$ cat config.mk
export PLATFORM = sky130hd
export DESIGN_NAME = lecl_top
export DESIGN_NICKNAME = d
export VERILOG_FILES = /design/src/rtl/lecl_pkg.sv /design/src/rtl/lecl_top.sv
export VERILOG_INCLUDE_DIRS = /design/src /design/src/rtl
export SDC_FILE = /design/constraint.sdc
export NUM_CORES = 1
export LEC_CHECK = 0
export BUFFER_PORTS_ARGS = -buffer_cell sky130_fd_sc_hd__clkbuf_2
export CAP_MARGIN = 10
export CORE_MARGIN = 3
export CORE_UTILIZATION = 35
export CTS_CLUSTER_SIZE = 25
export DETAILED_ROUTE_END_ITERATION = 7
export PLACE_DENSITY = 0.65
export SLEW_MARGIN = 20
export SYNTH_ARGS = -nofsm -noshare
export SYNTH_HDL_FRONTEND = slang
export SYNTH_SLANG_ARGS = --single-unit
$ cat constraint.sdc
create_clock -name ref_clk_i -period 4.1 [get_ports ref_clk_i]
set_input_delay 0 -clock ref_clk_i [delete_from_list [all_inputs] [get_ports ref_clk_i]]
set_output_delay 0 -clock ref_clk_i [all_outputs]
set_load 0.02 [all_outputs]
$ cat src/rtl/lecl_consts.svh
// widths, masks and reset values for the ladder edge and compare logic
`ifndef LECL_CONSTS_SVH
`define LECL_CONSTS_SVH

`define LECL_WORD_W   16
`define LECL_DWORD_W  32
`define LECL_OP_W     3
`define LECL_MASK16   16'hFFFF
`define LECL_MASK32   32'hFFFF_FFFF
`define LECL_RST_BIT  1'h0
`define LECL_RST_W16  16'h0000
`define LECL_RST_W32  32'h0000_0000

`endif

$ cat src/rtl/lecl_pkg.sv
// types shared by the ladder edge and compare logic
`include "lecl_consts.svh"

package lecl_pkg;

	// relation chosen for the compare contact
	typedef enum logic [`LECL_OP_W-1:0] {
		LECL_REL_EQ,
		LECL_REL_NE,
		LECL_REL_GT,
		LECL_REL_LT,
		LECL_REL_GE,
		LECL_REL_LE
	} lecl_rel_e;

	// whole state of the block
	typedef struct packed {
		logic                     rfall_mem;
		logic                     rfall_q;
		logic                     rrise_mem;
		logic                     rrise_q;
		logic                     pos_mem;
		logic                     pos_q;
		logic                     neg_mem;
		logic                     neg_q;
		logic                     cmp_q;
		logic [`LECL_WORD_W-1:0]  inv16;
		logic [`LECL_DWORD_W-1:0] inv32;
		logic [`LECL_WORD_W-1:0]  and16;
	} lecl_state_s;

endpackage

$ cat src/rtl/lecl_top.sv
// scan-evaluated edge detectors, compare contact, inverters and word AND
`timescale 1ns/10ps
`include "lecl_consts.svh"

// Behaviour
// - result-falling edge: memory 1, input 0
// - result-falling edge stores input every evaluation
// - bit rising: result 1, bit 1, memory 0
// - bit falling: result 1, bit 0, memory 1
// - bit detectors keep previous-scan bit value
// - compare takes 16 or 32-bit signed operands
// - six relations: eq ne gt lt ge le
// - compare result 1 when relation holds
// - 16-bit inverter XORs with all ones
// - 32-bit inverter XORs with all ones
// - enable output always equals enable input
// - results held, updated on phase while enabled
// - word AND of two 16-bit patterns
// - result-rising edge: memory 0, input 1
module lecl_top
(
	// clock and reset
	input  wire logic                     ref_clk_i,
	input  wire logic                     sys_rst_i,
	// evaluation strobes
	input  wire logic                     scan_i,
	input  wire logic                     phase_i,
	// falling edge on the logic result
	input  wire logic                     rfall_lr_i,
	output logic                          rfall_lr_o,
	// rising edge on the logic result
	input  wire logic                     rrise_lr_i,
	output logic                          rrise_lr_o,
	// rising edge on a scanned bit
	input  wire logic                     pos_lr_i,
	input  wire logic                     pos_bit_i,
	output logic                          pos_q_o,
	output logic                          pos_lr_o,
	// falling edge on a scanned bit
	input  wire logic                     neg_lr_i,
	input  wire logic                     neg_bit_i,
	output logic                          neg_q_o,
	output logic                          neg_lr_o,
	// relational compare contact
	input  wire logic                     cmp_wide_i,
	input  wire logic [`LECL_OP_W-1:0]    cmp_rel_i,
	input  wire logic [`LECL_DWORD_W-1:0] cmp_first_operand_i,
	input  wire logic [`LECL_DWORD_W-1:0] cmp_second_operand_i,
	output logic                          cmp_lr_o,
	// 16-bit inverter
	input  wire logic                     inv16_en_i,
	input  wire logic [`LECL_WORD_W-1:0]  inv16_in_i,
	output logic                          inv16_enable_output_o,
	output logic [`LECL_WORD_W-1:0]       inv16_out_o,
	// 32-bit inverter
	input  wire logic                     inv32_en_i,
	input  wire logic [`LECL_DWORD_W-1:0] inv32_in_i,
	output logic                          inv32_enable_output_o,
	output logic [`LECL_DWORD_W-1:0]      inv32_out_o,
	// 16-bit word AND
	input  wire logic                     and_en_i,
	input  wire logic [`LECL_WORD_W-1:0]  and_first_operand_i,
	input  wire logic [`LECL_WORD_W-1:0]  and_second_operand_i,
	output logic                          and_enable_output_o,
	output logic [`LECL_WORD_W-1:0]       and_out_o
);

	// =====================================================
	// operand shaping
	// =====================================================
	// narrow operands are sign-extended so one 32-bit compare serves both
	logic signed [`LECL_DWORD_W-1:0] op_a;
	logic signed [`LECL_DWORD_W-1:0] op_b;
	logic                            rel_hit;
	lecl_pkg::lecl_rel_e             rel;
	lecl_pkg::lecl_state_s           st_r;
	lecl_pkg::lecl_state_s           st_nxt;

	always_comb
	begin
		if (cmp_wide_i)
		begin
			op_a = cmp_first_operand_i;
			op_b = cmp_second_operand_i;
		end
		else
		begin
			op_a = {{`LECL_WORD_W{cmp_first_operand_i[`LECL_WORD_W-1]}},
				cmp_first_operand_i[`LECL_WORD_W-1:0]};
			op_b = {{`LECL_WORD_W{cmp_second_operand_i[`LECL_WORD_W-1]}},
				cmp_second_operand_i[`LECL_WORD_W-1:0]};
		end
	end

	// =====================================================
	// relation select
	// =====================================================
	always_comb
	begin
		rel = lecl_pkg::lecl_rel_e'(cmp_rel_i);
		case (rel)
			lecl_pkg::LECL_REL_EQ: rel_hit = (op_a == op_b);
			lecl_pkg::LECL_REL_NE: rel_hit = (op_a != op_b);
			lecl_pkg::LECL_REL_GT: rel_hit = (op_a >  op_b);
			lecl_pkg::LECL_REL_LT: rel_hit = (op_a <  op_b);
			lecl_pkg::LECL_REL_GE: rel_hit = (op_a >= op_b);
			lecl_pkg::LECL_REL_LE: rel_hit = (op_a <= op_b);
			// unused codes never close the contact
			default:               rel_hit = 1'h0;
		endcase
	end

	// =====================================================
	// next state
	// =====================================================
	always_comb
	begin
		st_nxt = st_r;
		if (scan_i)
		begin
			st_nxt.rfall_q   = st_r.rfall_mem & ~rfall_lr_i;
			st_nxt.rfall_mem = rfall_lr_i;
			st_nxt.rrise_q   = ~st_r.rrise_mem & rrise_lr_i;
			st_nxt.rrise_mem = rrise_lr_i;
			st_nxt.pos_q     = pos_lr_i & pos_bit_i & ~st_r.pos_mem;
			st_nxt.pos_mem   = pos_bit_i;
			st_nxt.neg_q     = neg_lr_i & ~neg_bit_i & st_r.neg_mem;
			st_nxt.neg_mem   = neg_bit_i;
			st_nxt.cmp_q     = rel_hit;
		end
		// storage follows the phase clock only while enabled
		if (phase_i && inv16_en_i)
			st_nxt.inv16 = inv16_in_i ^ `LECL_MASK16;
		if (phase_i && inv32_en_i)
			st_nxt.inv32 = inv32_in_i ^ `LECL_MASK32;
		if (phase_i && and_en_i)
			st_nxt.and16 = and_first_operand_i & and_second_operand_i;
	end

	// =====================================================
	// state register
	// =====================================================
	always_ff @(posedge ref_clk_i)
	begin
		if (sys_rst_i)
		begin
			st_r.rfall_mem <= `LECL_RST_BIT;
			st_r.rfall_q   <= `LECL_RST_BIT;
			st_r.rrise_mem <= `LECL_RST_BIT;
			st_r.rrise_q   <= `LECL_RST_BIT;
			st_r.pos_mem   <= `LECL_RST_BIT;
			st_r.pos_q     <= `LECL_RST_BIT;
			st_r.neg_mem   <= `LECL_RST_BIT;
			st_r.neg_q     <= `LECL_RST_BIT;
			st_r.cmp_q     <= `LECL_RST_BIT;
			st_r.inv16     <= `LECL_RST_W16;
			st_r.inv32     <= `LECL_RST_W32;
			st_r.and16     <= `LECL_RST_W16;
		end
		else
			st_r <= st_nxt;
	end

	// =====================================================
	// outputs
	// =====================================================
	assign rfall_lr_o = st_r.rfall_q;
	assign rrise_lr_o = st_r.rrise_q;
	assign pos_q_o    = st_r.pos_q;
	assign pos_lr_o   = st_r.pos_q;
	assign neg_q_o    = st_r.neg_q;
	assign neg_lr_o   = st_r.neg_q;
	assign cmp_lr_o   = st_r.cmp_q;
	assign inv16_out_o = st_r.inv16;
	assign inv32_out_o = st_r.inv32;
	assign and_out_o   = st_r.and16;
	// enables pass straight through, never delayed
	assign inv16_enable_output_o = inv16_en_i;
	assign inv32_enable_output_o = inv32_en_i;
	assign and_enable_output_o   = and_en_i;
endmodule // lecl_top

==> tab_implementation.tex <==
\begin{tabular}{lr}
\hline
Metric & Value \\
\hline
\multicolumn{2}{l}{\textbf{Status}} \\
Result of the run & completed \\
\multicolumn{2}{l}{\textbf{Clock network}} \\
Worst skew pair latency & 0.32 ns \\
Post-cts hold buffer count & 86 \\
Post\_cts resized & 0 \\
H-tree Lvls & 3 \\
Sinks on the clock net & 73 \\
Clock tree from TritonCTS & built \\
Library cell used as clock root buffer & sky130\_fd\_sc\_hd\_\_clkbuf\_16 \\
CTS Buf Count & 9 \\
Clk buf depth & 2 \\
Number of post-CTS setup repair buffers & 0 \\
Worst-path clk slew & 0.06 ns \\
\multicolumn{2}{l}{\textbf{Global route}} \\
Vias in the first global route & 4330 \\
First-pass GRT wire length & 19.4 mm \\
Overflow left after global routing & 0 \\
Number of antenna violations at the first check in global routing & 0 \\
Global-route usage over all layers & 0.179 \\
Pin count of the biggest net entering global routing & 75 \\
\multicolumn{2}{l}{\textbf{Timing}} \\
Maximum clock frequency & 357 MHz \\
Max-slew violation count & 0 \\
Fraction of the cycle the final worst path needs & 0.683 \\
Slew of the pin with the lowest slew margin & 0.996 ns \\
Setup repair after global routing missed its margin & no \\
Final min period & 2.80 ns \\
Clock Skew & 0.000915 ns \\
Setup TNS & 0 ns \\
Minimum hold slack & 0.0870 ns \\
Final worst-path setup slack & 1.30 ns \\
Headroom to the max-slew limit & 0.336 \\
Setup violations, final & 0 \\
Endpoints failing hold & 0 \\
\multicolumn{2}{l}{\textbf{Place}} \\
Placer Congestion & 0.899 \\
Half-perimeter wire length after detailed placement & 8.38 mm \\
Setup slack at placement & 1.03 ns \\
Cells after DPL & 789 \\
Number of buffers inserted by port buffering & 234 \\
\multicolumn{2}{l}{\textbf{Layout}} \\
Proportion of layout cells with a drive suffix above 1 & 0.346 \\
Area grow syn2layout & 47.4\% \\
Net total in the final layout & 936 \\
Most common cell after layout, fill and taps aside & sky130\_fd\_sc\_hd\_\_clkbuf\_2 \\
Most frequent cells in the layout & sky130\_fd\_sc\_hd\_\_clkbuf\_2 (234), sky130\_fd\_sc\_hd\_\_dlygate4sd3\_1 (86), sky130\_fd\_sc\_hd\_\_dfxtp\_1 (73), sky130\_fd\_sc\_hd\_\_nand2\_1 (62), sky130\_fd\_sc\_hd\_\_nor2\_1 (61) \\
Final Instance Count excl. Fillers & 891 \\
Antenna Cells & 0 \\
\multicolumn{2}{l}{\textbf{Synthesis}} \\
Cell Area, Synth & 0.00413 mm\^{}2 \\
Fraction of post-synthesis cell area in the top cell type by area & 0.354 \\
Sequential fraction of the synthesis area & 0.354 \\
Number of instances in the synthesized netlist & 510 \\
Biggest area contributors in the synthesized netlist & sky130\_fd\_sc\_hd\_\_dfxtp\_1 (35\%), sky130\_fd\_sc\_hd\_\_buf\_4 (13\%), sky130\_fd\_sc\_hd\_\_ha\_1 (9.7\%) \\
Share of flip-flops with an asynchronous set or reset after synthesis & 0 \\
Count of warnings emitted by yosys & 0 \\
Leading register cell type out of synthesis & sky130\_fd\_sc\_hd\_\_dfxtp\_1 \\
Synth cell types & 37 \\
Mapped Nets & 703 \\
Flip-flop and latch count after synthesis & 73 \\
Mapped Avg Cell Area & 8.09 um\^{}2 \\
Count of flip-flops with a built-in enable after synthesis & 0 \\
Leading area contributor after synthesis & sky130\_fd\_sc\_hd\_\_dfxtp\_1 \\
\multicolumn{2}{l}{\textbf{Setup path}} \\
Critical Path Source Type & input pin \\
Worst-path maximum fanout & 34 \\
Worst path required time & 4.32 ns \\
Setup crit end kind & flop \\
Worst path arrival time & 3.02 ns \\
Crit path kind & in2reg \\
\multicolumn{2}{l}{\textbf{Routing}} \\
Routed WL per cell & 13.4 um \\
Number of DRC violations after detailed routing & 0 \\
Via-per-instance ratio & 4.75 \\
Final antenna-violating net count & 0 \\
Number of vias after detailed routing & 4236 \\
Count of routing violations after the opening detailed-route iteration & 148 \\
Total wirelength of the detailed-routed design & 11.9 mm \\
First-pass DRT Iterations & 5 \\
\multicolumn{2}{l}{\textbf{Floorplanning}} \\
Core region area & 0.0115 mm\^{}2 \\
Total I/O pin count & 235 \\
Die span in y & 115 um \\
Row count & 39 \\
Die Footprint & 0.0131 mm\^{}2 \\
Die X-Extent & 115 um \\
Initial cell density of the core & 0.360 \\
\multicolumn{2}{l}{\textbf{Job}} \\
Max-capacitance violation count & 0 \\
\multicolumn{2}{l}{\textbf{Pwr}} \\
Total leakage power & 2.94 nW \\
Maximum vdd drop & 0.270 mV \\
Total power per unit cell area & 359 mW/mm\^{}2 \\
\multicolumn{2}{l}{\textbf{Min path}} \\
Worst min path class & in2reg \\
\hline
\end{tabular}
==> final timing paths <==
kind | start | end | slack, ns | depth (start not counted)
min reg2reg | and_out_o[4] | and_out_o[4] | 0.45 | 2
min | cmp_rel_i[2] | cmp_lr_o | 0.09 | 4
max reg2reg | inv32_out_o[28] | inv32_out_o[28] | 3.31 | 2
max | cmp_wide_i | cmp_lr_o | 1.30 | 10
==> state kept, by name, summed over array words and instances, names as in the netlist <==
register / cells
inv32_out_o: 32
and_out_o: 16
inv16_out_o: 16
st_r: 4
cmp_lr_o: 1
neg_lr_o: 1
pos_lr_o: 1
rfall_lr_o: 1
rrise_lr_o: 1
==> cell usage after synthesis (5+ instances only) <==
| master | count |
|---|---|
| sky130_fd_sc_hd__a21oi_1 | 51 |
| sky130_fd_sc_hd__ha_1 | 32 |
| sky130_fd_sc_hd__mux2i_1 | 5 |
| sky130_fd_sc_hd__a211oi_1 | 50 |
| sky130_fd_sc_hd__dfxtp_1 | 73 |
| sky130_fd_sc_hd__buf_4 | 69 |
| sky130_fd_sc_hd__nor2_1 | 61 |
| sky130_fd_sc_hd__nand3_1 | 18 |
| sky130_fd_sc_hd__nand4_1 | 5 |
| sky130_fd_sc_hd__clkbuf_1 | 26 |
| sky130_fd_sc_hd__nand2_1 | 62 |
| sky130_fd_sc_hd__inv_1 | 20 |
==> layout make-up <==
class / count / area [um^2]
fillers: 1012 / 5380
repair buffers: 321 / 2040
multi-input cells: 318 / 1960
flip-flops and latches: 73 / 1460
clock buffers: 10 / 229
well taps: 143 / 179
clock inverters: 6 / 138
inverters: 20 / 75.1
==> routing by layer <==
metal,GRT usage,vias up,share of wire
met3,0.0486,20,0.073
li1,-,2164,-
met2,0.312,169,0.50
met1,0.209,1883,0.41
met5,0,-,0
met4,0.0625,0,0.019
==> where the power goes <==
part | leakage (nW) | internal [mW] | switching, mW
logic | 2.16 | 0.213 | 0.235
registers | 0.600 | 0.750 | 0.0207
clock network | 0.177 | 0.660 | 0.306
total | 2.94 | 1.62 | 0.562
==> stage by stage <==
step                 util  power (mW)  cell area (um^2)
detailed placement  0.423        1.17              4850
CTS                 0.530        2.21              6080
floorplan               -        1.06              4130
finish              0.530        2.19              6080
global route        0.530        2.31              6080
global placement    0.423        1.16              4850
==> cell families (layout without fill, tap and decap cells) <==
logic type	Yosys count	in the layout	share of synthesized area
mux	6	6	0.0158
compound gates	118	118	0.188
simple gates	162	162	0.174
flops	73	73	0.354
buf+inv	119	357	0.171
fa+ha+maj	32	32	0.0970
==> worst max-delay path, stage by stage <==
cell and delay (ns):
sky130_fd_sc_hd__clkbuf_2 0.34, sky130_fd_sc_hd__nor2_1 0.82, sky130_fd_sc_hd__a21oi_1 0.10, sky130_fd_sc_hd__ha_1 0.45
sky130_fd_sc_hd__nand4_1 0.14, sky130_fd_sc_hd__nand4bb_2 0.34, sky130_fd_sc_hd__o21a_4 0.29, sky130_fd_sc_hd__mux2_4 0.30
sky130_fd_sc_hd__o211ai_2 0.15, sky130_fd_sc_hd__o31ai_2 0.07
Power figures use the tool's default switching activity.
